File: config.mk
export PLATFORM = sky130hd
export DESIGN_NAME = rtc_alarm_match
export DESIGN_NICKNAME = d
export VERILOG_FILES = /design/src/rtl/alarm_match_pkg.sv /design/src/rtl/alarm_compare.sv /design/src/rtl/rtc_alarm_match.sv
export SDC_FILE = /design/constraint.sdc
export NUM_CORES = 1
export LEC_CHECK = 0
export BUFFER_PORTS_ARGS = -buffer_cell sky130_fd_sc_hd__buf_2
export CORE_UTILIZATION = 40
export CTS_CLUSTER_SIZE = 40
export DETAILED_ROUTE_END_ITERATION = 16
export RECOVER_POWER = 50
export SLEW_MARGIN = 20
export SYNTH_ARGS = -nofsm -noshare
export SYNTH_HDL_FRONTEND = slang
export SYNTH_HIERARCHICAL = 1
export SYNTH_SLANG_ARGS = --single-unit
File: constraint.sdc
create_clock -name clock_in -period 2.2 [get_ports clock_in]
set_input_delay 0.44 -clock clock_in [delete_from_list [all_inputs] [get_ports clock_in]]
set_output_delay 0.44 -clock clock_in [all_outputs]
set_load 0.05 [all_outputs]
File: src/rtl/alarm_match_pkg.sv
// Shared constants, field layouts and carrier types for the two calendar alarms
package alarm_match_pkg;

    // Register byte addresses, alarm 0 then alarm 1
    localparam logic [7:0] HOURS_ADDR0   = 8'h0C;
    localparam logic [7:0] WEEKDAY_ADDR0 = 8'h0D;
    localparam logic [7:0] DATE_ADDR0    = 8'h0E;
    localparam logic [7:0] HOURS_ADDR1   = 8'h13;
    localparam logic [7:0] WEEKDAY_ADDR1 = 8'h14;
    localparam logic [7:0] DATE_ADDR1    = 8'h15;

    // Reset values of the stored match fields
    localparam logic [5:0] HOURS_RESET   = 6'h00;
    localparam logic [2:0] WEEKDAY_RESET = 3'h1;
    localparam logic [5:0] DATE_RESET    = 6'h01;
    localparam logic [2:0] SELECT_RESET  = 3'h0;

    // Field positions in the weekday and control register
    localparam int POLARITY_BIT = 7;
    localparam int SELECT_HI    = 6;
    localparam int SELECT_LO    = 4;
    localparam int FLAG_BIT     = 3;
    localparam int WEEKDAY_HI   = 2;
    // Hours keeps AM/PM and both digits; date keeps both digits
    localparam int HOURS_HI     = 5;
    localparam int FORMAT_BIT   = 6;
    localparam int DATE_HI      = 5;
    localparam int UNITS        = 2;

    // Match-select codes
    localparam logic [2:0] SEL_SECONDS = 3'h0;
    localparam logic [2:0] SEL_MINUTES = 3'h1;
    localparam logic [2:0] SEL_HOURS   = 3'h2;
    localparam logic [2:0] SEL_WEEKDAY = 3'h3;
    localparam logic [2:0] SEL_DATE    = 3'h4;
    localparam logic [2:0] SEL_ALL     = 3'h7;

    typedef enum logic [1:0] {KIND_NONE, KIND_HOURS, KIND_WEEKDAY, KIND_DATE} reg_kind_e;

    // Running time counters, BCD as in the timekeeping registers
    typedef struct packed {
        logic [6:0] seconds;
        logic [6:0] minutes;
        logic [6:0] hours;     // Bit 6 is the 12/24 format, bits 5:0 compared
        logic [2:0] weekday;
        logic [5:0] date;
        logic [4:0] month;
    } time_s;

    // Alarm match values kept by the neighbouring seconds/minutes/month registers
    typedef struct packed {
        logic [6:0] seconds;
        logic [6:0] minutes;
        logic [4:0] month;
    } alarm_ext_s;

    // Register kind for an address
    function automatic reg_kind_e reg_kind(input logic [7:0] addr);
        case (addr)
            HOURS_ADDR0, HOURS_ADDR1:     reg_kind = KIND_HOURS;
            WEEKDAY_ADDR0, WEEKDAY_ADDR1: reg_kind = KIND_WEEKDAY;
            DATE_ADDR0, DATE_ADDR1:       reg_kind = KIND_DATE;
            default:                      reg_kind = KIND_NONE;
        endcase
    endfunction

    // Alarm unit addressed, meaningful only when the kind is not none
    function automatic logic reg_unit(input logic [7:0] addr);
        reg_unit = (addr == HOURS_ADDR1) || (addr == WEEKDAY_ADDR1) || (addr == DATE_ADDR1);
    endfunction

endpackage

File: src/rtl/alarm_compare.sv
// Field comparator for one alarm under its match-select code
`timescale 1ns/1ns
module alarm_compare
    import alarm_match_pkg::*;
(
    // Running time and stored values
    input  time_s      time_in,
    input  alarm_ext_s ext_in,
    input  logic [5:0] hours_in,
    input  logic [2:0] weekday_in,
    input  logic [5:0] date_in,
    input  logic [2:0] select_in,
    // Result
    output logic       match_out
);

    logic sec_eq;
    logic min_eq;
    logic hour_eq;
    logic day_eq;
    logic date_eq;
    logic month_eq;

    // AM/PM bit sits inside the compared hour field, so 12-hour time matches correctly
    assign sec_eq   = time_in.seconds == ext_in.seconds;
    assign min_eq   = time_in.minutes == ext_in.minutes;
    assign hour_eq  = time_in.hours[HOURS_HI:0] == hours_in;
    assign day_eq   = time_in.weekday == weekday_in;
    assign date_eq  = time_in.date == date_in;
    assign month_eq = time_in.month == ext_in.month;

    // Reserved codes never match, a safe answer to a forbidden setting
    always_comb
    begin
        case (select_in)
            SEL_SECONDS: match_out = sec_eq;
            SEL_MINUTES: match_out = min_eq;
            SEL_HOURS:   match_out = hour_eq;
            SEL_WEEKDAY: match_out = day_eq;
            SEL_DATE:    match_out = date_eq;
            SEL_ALL:     match_out = sec_eq & min_eq & hour_eq & day_eq & date_eq & month_eq;
            default:     match_out = 1'b0;
        endcase
    end

endmodule // alarm_compare

File: src/rtl/rtc_alarm_match.sv
// Two calendar alarms: match registers, sticky flags and the alarm drive of the output pin
`timescale 1ns/1ns

module rtc_alarm_match
    import alarm_match_pkg::*;
(
    // Clock and reset
    input  logic       clock_in,
    input  logic       rst_in,
    // Register port
    input  logic [7:0] reg_addr_in,
    input  logic [7:0] reg_wdata_in,
    input  logic       reg_write_in,
    input  logic       reg_read_in,
    output logic [7:0] reg_rdata_out,
    // Timekeeping
    input  logic       time_advance_in,
    input  time_s      time_in,
    input  alarm_ext_s alarm0_ext_in,
    input  alarm_ext_s alarm1_ext_in,
    // Control bits
    input  logic [1:0] alarm_unit_enable_in,
    input  logic       square_wave_enable_in,
    // Status and multi-function pin
    output logic [1:0] alarm_match_flag_out,
    output logic       alarm_mode_out,
    output logic       multi_function_pin_out,
    output logic       multi_function_pin_oe_n_out
);

    typedef struct packed {
        logic [UNITS-1:0][5:0] hours;
        logic [UNITS-1:0][2:0] select;
        logic [UNITS-1:0][2:0] weekday;
        logic [UNITS-1:0][5:0] date;
        logic [UNITS-1:0]      flag;
        logic [UNITS-1:0]      held;     // Match seen at the last counter advance
        logic                  polarity;
        logic [7:0]            rdata;
        logic                  mode;
        logic                  pin;
        logic                  pin_oe_n;
    } state_s;

    state_s                 state;
    state_s                 next_state;
    logic [1:0]             match;
    reg_kind_e              kind;
    logic                   unit;
    alarm_ext_s [UNITS-1:0] ext;

    // One comparator per alarm, each with its own seconds/minutes/month values
    assign ext = {alarm1_ext_in, alarm0_ext_in};
    for (genvar g = 0; g < UNITS; g++)
    begin : cmp_g
        alarm_compare u_cmp (
            .time_in    (time_in),
            .ext_in     (ext[g]),
            .hours_in   (state.hours[g]),
            .weekday_in (state.weekday[g]),
            .date_in    (state.date[g]),
            .select_in  (state.select[g]),
            .match_out  (match[g])
        );
    end

    assign kind = reg_kind(reg_addr_in);
    assign unit = reg_unit(reg_addr_in);

    // Next state: writes, flag update, readback and pin
    always_comb
    begin
        logic [1:0] active;
        logic       level;
        next_state = state;
        active     = 2'h0;
        level      = 1'b0;
        for (int u = 0; u < UNITS; u++)
        begin
            logic wr;
            logic set;
            wr  = reg_write_in && (unit == u[0]);
            set = 1'b0;
            if (wr && kind == KIND_HOURS)
                next_state.hours[u] = reg_wdata_in[HOURS_HI:0];
            if (wr && kind == KIND_WEEKDAY)
            begin
                next_state.select[u]  = reg_wdata_in[SELECT_HI:SELECT_LO];
                next_state.weekday[u] = reg_wdata_in[WEEKDAY_HI:0];
            end
            if (wr && kind == KIND_DATE)
                next_state.date[u] = reg_wdata_in[DATE_HI:0];
            // Held match follows each counter advance, gated by the unit enable
            if (time_advance_in)
                next_state.held[u] = match[u] & alarm_unit_enable_in[u];
            set = alarm_unit_enable_in[u] & (time_advance_in ? match[u] : state.held[u]);
            // Set beats the write clear; the written flag bit itself is never stored
            if (set)
                next_state.flag[u] = 1'b1;
            else if (wr && kind == KIND_WEEKDAY)
                next_state.flag[u] = 1'b0;
            active[u] = state.flag[u] & alarm_unit_enable_in[u];
        end
        // Polarity is one bit shared by both weekday registers
        if (reg_write_in && kind == KIND_WEEKDAY)
            next_state.polarity = reg_wdata_in[POLARITY_BIT];
        if (reg_read_in)
        begin
            case (kind)
                KIND_HOURS:   next_state.rdata = {1'b0, time_in.hours[FORMAT_BIT], state.hours[unit]};
                KIND_WEEKDAY: next_state.rdata = {state.polarity, state.select[unit], state.flag[unit],
                                                  state.weekday[unit]};
                KIND_DATE:    next_state.rdata = {2'h0, state.date[unit]};
                default:      next_state.rdata = 8'h00;
            endcase
        end
        // Open drain: only a low level is driven, a high level releases the pin
        next_state.mode     = ~square_wave_enable_in & (|alarm_unit_enable_in);
        level               = state.polarity ? (|active) : ~(|active);
        next_state.pin      = 1'b0;
        next_state.pin_oe_n = ~(next_state.mode & ~level);
    end

    // State register
    always_ff @(posedge clock_in or posedge rst_in)
    begin
        if (rst_in)
        begin
            state          <= '0;
            state.hours    <= {UNITS{HOURS_RESET}};
            state.select   <= {UNITS{SELECT_RESET}};
            state.weekday  <= {UNITS{WEEKDAY_RESET}};
            state.date     <= {UNITS{DATE_RESET}};
            state.pin_oe_n <= 1'b1;
        end
        else
            state <= next_state;
    end

    assign reg_rdata_out               = state.rdata;
    assign alarm_match_flag_out        = state.flag;
    assign alarm_mode_out              = state.mode;
    assign multi_function_pin_out      = state.pin;
    assign multi_function_pin_oe_n_out = state.pin_oe_n;
endmodule // rtc_alarm_match

## Word level (Yosys, flattened, before mapping)

Index checks and enable logic that the tools add are counted.

| operators by class | value |
|---|---|
| order comparisons | 1 |
| eq/ne operators | 31 |
| muxes and demuxes | 21 |
| bitwise operators | 23 |
| reductions and logical operators | 20 |

Operators by type and width:

| kind | count |
|---|---|
| equality test 7 bit | 4 |
| equality test 6 bit | 4 |
| equality test 8 x 4 -> 1 bit, second input constant | 3 |
| equality test 8 x 5 -> 1 bit, second input constant | 3 |
| two-way mux 6 bit | 4 |
| case mux 8 bit (3 select lines) | 1 |
| bitwise AND 1 bit | 18 |
| equality test 3 x 2 -> 1 bit, second input constant | 4 |
| equality test 3 bit, second input constant | 4 |
| two-way mux 3 bit | 4 |
| case mux 1 bit (6 select lines) | 2 |
| equality test 5 bit | 2 |
| OR reduction 2 bit | 5 |
| logical AND 1 bit | 9 |
| two-way mux 1 bit | 9 |
| equality test 3 x 1 -> 1 bit, second input constant | 2 |
| equality test 3 bit | 2 |
| logical NOT 3 bit | 2 |
| case mux 2 bit (3 select lines) | 1 |
| inverter 1 bit | 5 |
| equality test 2 bit, second input constant | 2 |
| nonzero test 2 bit | 2 |
| equality test 2 x 1 -> 1 bit, second input constant | 1 |
| logical OR 1 bit | 2 |
| < comparator 1 x 2 -> 1 bit, second input constant | 1 |

| storage, ports and cells | value |
|---|---|
| flip-flop bits (word level) | 51 |
| input bits | 97 |

## Depth between registers and ports, before layout

| depth | value |
|---|---|
| depth after elaboration | 10 |
| gate-level depth with buffers | 9 |
| gate-level depth less buffers | 9 |

## Hierarchy

The synthesis kept the hierarchy.

By module, submodules not included:

| module | times used | cells each | area an instance (µm²) | seq. area each (µm²) |
|---|---|---|---|---|
| rtc_alarm_match | 1 | 212 | 2605.0 | 1282.5 |
| alarm_compare | 2 | 57 | 462.9 | 0.0 |

## Least setup slack after synthesis

OpenSTA, ideal clock, no wires.

| timing | value |
|---|---|
| path kind | input -> register |
| start | in reg_addr_in[5] |
| end | reg state (netlist bit reg_rdata_out[0]) |
| library setup time | 0.125 ns |
| arrival | 1.967 ns |
| setup slack | 0.107 ns |
| stages | 6 |
| buffers on the path | 1 |
| path through | or3_4 -> a2111oi_4 -> buf_6 -> mux2_2 -> a21oi_1 -> o21ai_1 |

| on the way | value |
|---|---|
| word-level cells in the longest chain between the ends | 6 |
| elaborated cells between the ends (all ways) | 22 |
| classes of those cells | eq/ne (9); mux (8); reduce/logical (5) |

Ends and longest elaborated chain:

| element | line | RTL |
|---|---|---|
| from (decl) | rtc_alarm_match.sv:11 | `input logic [7:0] reg_addr_in,` |
| branches (longest 5 deep; another with equality test 8 x 5 -> 1 bit) | -- |  |
| case mux 8 bit (3 select lines) (*) | rtc_alarm_match.sv:109 | `case (kind)` |
| to (signal assigned) | rtc_alarm_match.sv:137 | `state <= next_state;` |
| to (decl) | rtc_alarm_match.sv:45 | `state_s state;` |

Mark *: on every way between the ends. The select of a mux whose other input is x is not followed.
A chain may end at the register's enable or synchronous reset.

## Worst setup path after layout

| timing | value |
|---|---|
| start | in reg_addr_in[5] |
| end | reg state (netlist bit reg_rdata_out[5]) |

| on the way | value |
|---|---|
| word-level cells in the longest chain between the ends | 6 |
| elaborated cells between the ends (all ways) | 22 |
| classes of those cells | eq/ne (9); mux (8); reduce/logical (5) |

Ends and longest elaborated chain:

| element | line |
|---|---|
| branches (longest 5 deep; another with equality test 8 x 5 -> 1 bit) | -- |
| case mux 8 bit (3 select lines) (*) | rtc_alarm_match.sv:109 |

Marked as above.

==> impl_metrics.prom <==
# TYPE chip_impl_metric gauge
chip_impl_metric{name="crit_required",unit="ps"} 2390
chip_impl_metric{name="critical_path.max_fanout",unit=""} 13
chip_impl_metric{name="combined_area_of_the_multi_input_logic_cells",unit="um^2"} 2090
chip_impl_metric{name="cts.htree.levels",unit=""} 2
chip_impl_metric{name="violation_count_after_the_first_detailed_routing_iteration",unit=""} 114
chip_impl_metric{name="groute.usage.overall",unit=""} 0.200
chip_impl_metric{name="detail_route.wirelength",unit="um"} 8770
chip_impl_metric{name="fp.dieW",unit="um"} 96.0
chip_impl_metric{name="final-seq-area",unit="um^2"} 1280
chip_impl_metric{name="finalMaxSlewViolations",unit=""} 0
chip_impl_metric{name="place.detailed.hpwl",unit="um"} 7220
chip_impl_metric{name="crit_path_max_incr_delay",unit="ps"} 390
chip_impl_metric{name="grt_max_degree",unit=""} 23
chip_impl_metric{name="place_congestion",unit=""} 0.786
chip_impl_metric{name="synth-async-reset-ratio",unit=""} 1.00
chip_impl_info{name="most_frequent_cells_in_the_layout",value="sky130_fd_sc_hd__buf_2, sky130_fd_sc_hd__dfrtp_1, sky130_fd_sc_hd__mux2_2, sky130_fd_sc_hd__xor2_1, sky130_fd_sc_hd__xnor2_1"} 1
chip_impl_metric{name="report.final.setup_viol",unit=""} 0
chip_impl_metric{name="globalRoute.totalOverflow",unit=""} 0
chip_impl_metric{name="post_cts_resize_count",unit=""} 0
chip_impl_metric{name="max_slew_margin",unit=""} 0.388
chip_impl_metric{name="drtAntennaViolNets",unit=""} 0
chip_impl_metric{name="chipHeight",unit="um"} 96.0
chip_impl_info{name="path_class",value="in -> reg"} 1
chip_impl_metric{name="num_rows",unit=""} 33
chip_impl_metric{name="detail_route.first_pass.iterations",unit=""} 4
chip_impl_metric{name="syn_avg_cell_area",unit="um^2"} 10.8
chip_impl_metric{name="finalWorstPathRequiredPeriod",unit="ps"} 2060
chip_impl_info{name="outcome",value="finished clean"} 1
chip_impl_info{name="grt_setup_unrepaired",value="false"} 1
chip_impl_metric{name="worst_slew_pin_tran",unit="ps"} 919
chip_impl_metric{name="post_syn_nets",unit=""} 423
chip_impl_metric{name="core_region_area",unit="um^2"} 8380
chip_impl_info{name="critical_path.cell_chain",value="buf_2 > or3_4 > a2111oi_4 > buf_4 > buf_4 > mux2i_1 > o22a_1 > o21ai_1"} 1
chip_impl_info{name="cpMostUsedCell",value="sky130_fd_sc_hd__buf_4"} 1
chip_impl_metric{name="clkSinkCount",unit=""} 51
chip_impl_metric{name="mappedNetlistArea",unit="um^2"} 3530
chip_impl_metric{name="synth_seq_area_share",unit=""} 0.363
chip_impl_info{name="most_common_library_cell_in_the_layout_ignoring_fill_and_taps",value="sky130_fd_sc_hd__buf_2"} 1
chip_impl_metric{name="first_global_vias",unit=""} 2905
chip_impl_info{name="ys_dominant_reg_cell",value="sky130_fd_sc_hd__dfrtp_1"} 1
chip_impl_metric{name="reg2reg_slack",unit="ps"} 180
chip_impl_metric{name="clk_path_buf_depth",unit=""} 2
chip_impl_info{name="tritoncts",value="built"} 1
chip_impl_metric{name="floorplan.die_area",unit="um^2"} 9210
chip_impl_metric{name="cts_buffers",unit=""} 5
chip_impl_metric{name="area_delta_synth_final",unit="%"} 23.1
chip_impl_metric{name="drive_above_1_share",unit=""} 0.426
chip_impl_info{name="ctsRootBufferMaster",value="sky130_fd_sc_hd__clkbuf_8"} 1
chip_impl_metric{name="wl_per_cell",unit="um"} 15.9
chip_impl_info{name="worst_setup_path_start_kind",value="input pin"} 1
chip_impl_metric{name="fmax",unit="MHz"} 486
chip_impl_metric{name="cell_leakage_power",unit="nW"} 2.04
chip_impl_metric{name="clkLatencyLatePin",unit="ps"} 300
chip_impl_metric{name="vias",unit=""} 2847
chip_impl_info{name="crit_path_end_kind",value="flip-flop"} 1
chip_impl_metric{name="fin_tns_setup",unit="ps"} 0
chip_impl_metric{name="min_period_over_period",unit=""} 0.936
chip_impl_metric{name="maxCapViolCount",unit=""} 0
chip_impl_metric{name="clk_pin_slew_worst_paths",unit="ps"} 90
chip_impl_metric{name="hold_viol",unit=""} 0
chip_impl_metric{name="fin_skew",unit="ps"} 7.55
chip_impl_metric{name="finish.cell_count_without_fillers",unit=""} 551
chip_impl_metric{name="number_of_enable_type_register_cells_in_the_synthesized_netlist",unit=""} 0
chip_impl_metric{name="crit_arrival",unit="ps"} 2250
chip_impl_metric{name="antenna-diode-count",unit=""} 0
chip_impl_metric{name="postLayoutCellArea",unit="um^2"} 4350
chip_impl_metric{name="port_buffers",unit=""} 108
chip_impl_metric{name="max-vdd-ir-drop",unit="V"} 0.000419
chip_impl_metric{name="netlist_instances",unit=""} 326
chip_impl_metric{name="synth_cell_types",unit=""} 51
chip_impl_metric{name="power.total",unit="mW"} 2.19
chip_impl_metric{name="placed_cells_incl_taps",unit=""} 542
chip_impl_metric{name="fillerInstances",unit=""} 794
chip_impl_metric{name="drt-vias-per-instance",unit=""} 5.17
chip_impl_info{name="worstHoldPathType",value="in -> async"} 1
chip_impl_metric{name="antenna_found_initial",unit=""} 0
chip_impl_info{name="cp_slowest_cell",value="sky130_fd_sc_hd__or3_4"} 1
chip_impl_metric{name="grt_pass1_wl",unit="um"} 13900
chip_impl_metric{name="placed_cell_area",unit="um^2"} 4240
chip_impl_metric{name="design.final.nets",unit=""} 542
chip_impl_metric{name="seq_cells_post_synth",unit=""} 51
chip_impl_metric{name="detail_route.drc_violations",unit=""} 0
chip_impl_metric{name="starting_density_of_the_core",unit=""} 0.421
chip_impl_metric{name="p_per_area",unit="nW/um^2"} 503
chip_impl_metric{name="total_number_of_yosys_warnings",unit=""} 6
chip_impl_metric{name="pin_count",unit=""} 110
-- state kept, by name, indices dropped and copies added (netlist names) --
register and cells:
state 39, reg_rdata_out 8, alarm_match_flag_out 2, alarm_mode_out 1, multi_function_pin_oe_n_out 1
-- routing by layer --
| layer | GRT usage | vias to the layer above | part of all wire |
|---|---|---|---|
| met5 | 0 | - | 0 |
| met4 | 0.0386 | 0 | 0.0062 |
| met3 | 0.0308 | 4 | 0.048 |
| met2 | 0.348 | 83 | 0.49 |
| met1 | 0.263 | 1369 | 0.46 |
| li1 | - | 1391 | - |
-- per-stage QoR --
step                      hold WS (ps)  worst slack [ps]  utilization
after floorplan                    442               107            -
after global placement             462              -113        0.506
after detailed placement           478              -185        0.506
after CTS                          156               157        0.519
after global routing               293              7.21        0.518
final                              293               141        0.518
-- power by group --
part           switching (mW)  leakage, nW  total, mW  internal, mW
Sequential             0.0570        0.678       1.05         0.992
Combinational           0.257         1.31      0.487         0.230
Clock                   0.310       0.0581      0.649         0.339
-- final cells by class --
type / count / share of cell area
multi-input cells: 247 / 0.480
flip-flops and latches: 51 / 0.295
repair buffers: 128 / 0.158
well taps: 105 / 0.0302
clock buffers: 5 / 0.0158
inverters: 12 / 0.0104
clock inverters: 3 / 0.0101
-- final timing paths --
kind | cells after the start | end | from
min in group clock_in | 2 | alarm_mode_out | square_wave_enable_in
hold reg to reg | 2 | state[13] | state[13]
setup / recovery | 8 | reg_rdata_out[5] | reg_addr_in[5]
setup reg to reg | 8 | alarm_match_flag_out[0] | state[43]
hold / removal | 2 | state[12] | rst_in
max in group asynchronous | 3 | state[44] | rst_in
-- cells by family (layout without fill, tap and decap cells) --
family          count (synthesis)  after routing  share of synthesized area
xor+xnor                       69             69                      0.171
buf+inv                        28            148                     0.0461
mux                            57             57                      0.183
flops                          51             51                      0.363
other cells                     1              1                    0.00106
compound gates                 43             43                     0.0974
simple gates                   77             77                      0.138
-- critical path: cells and delay by family --
kind                   cells  cell delay (ps)
AO/OA/AOI/OAI              3              630
AND/OR/NAND/NOR            1              390
buffers and inverters      3              580
multiplexers               1              210
-- what timing repair did --
| action | CTS | global route |
|---|---|---|
| setup buffers | 0 | 1 |
| hold buffers | 0 | 0 |
| endpoints found under the setup margin | 0 | 1 |
-- synth_stat cells, types with 3 or more instances --
cell / count / share of area
sky130_fd_sc_hd__mux2_2: 37 / 0.12
sky130_fd_sc_hd__o21ai_1: 6 / 0.0085
sky130_fd_sc_hd__dfstp_2: 5 / 0.037
sky130_fd_sc_hd__nand4_1: 6 / 0.011
sky130_fd_sc_hd__buf_4: 11 / 0.023
sky130_fd_sc_hd__mux2i_1: 14 / 0.040
sky130_fd_sc_hd__nand3b_1: 3 / 0.0064
sky130_fd_sc_hd__xnor2_1: 32 / 0.079
sky130_fd_sc_hd__nand3_1: 10 / 0.014
sky130_fd_sc_hd__nand2_1: 11 / 0.012
sky130_fd_sc_hd__inv_1: 12 / 0.013
sky130_fd_sc_hd__nor4_2: 4 / 0.014
sky130_fd_sc_hd__nor2b_1: 9 / 0.016
sky130_fd_sc_hd__nor3_1: 5 / 0.0071
sky130_fd_sc_hd__mux2_4: 6 / 0.026
sky130_fd_sc_hd__o21ai_0: 3 / 0.0043
sky130_fd_sc_hd__o22a_1: 6 / 0.015
sky130_fd_sc_hd__xor2_1: 37 / 0.092
sky130_fd_sc_hd__nand2b_1: 7 / 0.012
sky130_fd_sc_hd__a21oi_1: 7 / 0.0099
sky130_fd_sc_hd__nor2_1: 7 / 0.0074
sky130_fd_sc_hd__dfrtp_1: 46 / 0.33
Note: power is estimated with default switching activity, not from simulation.
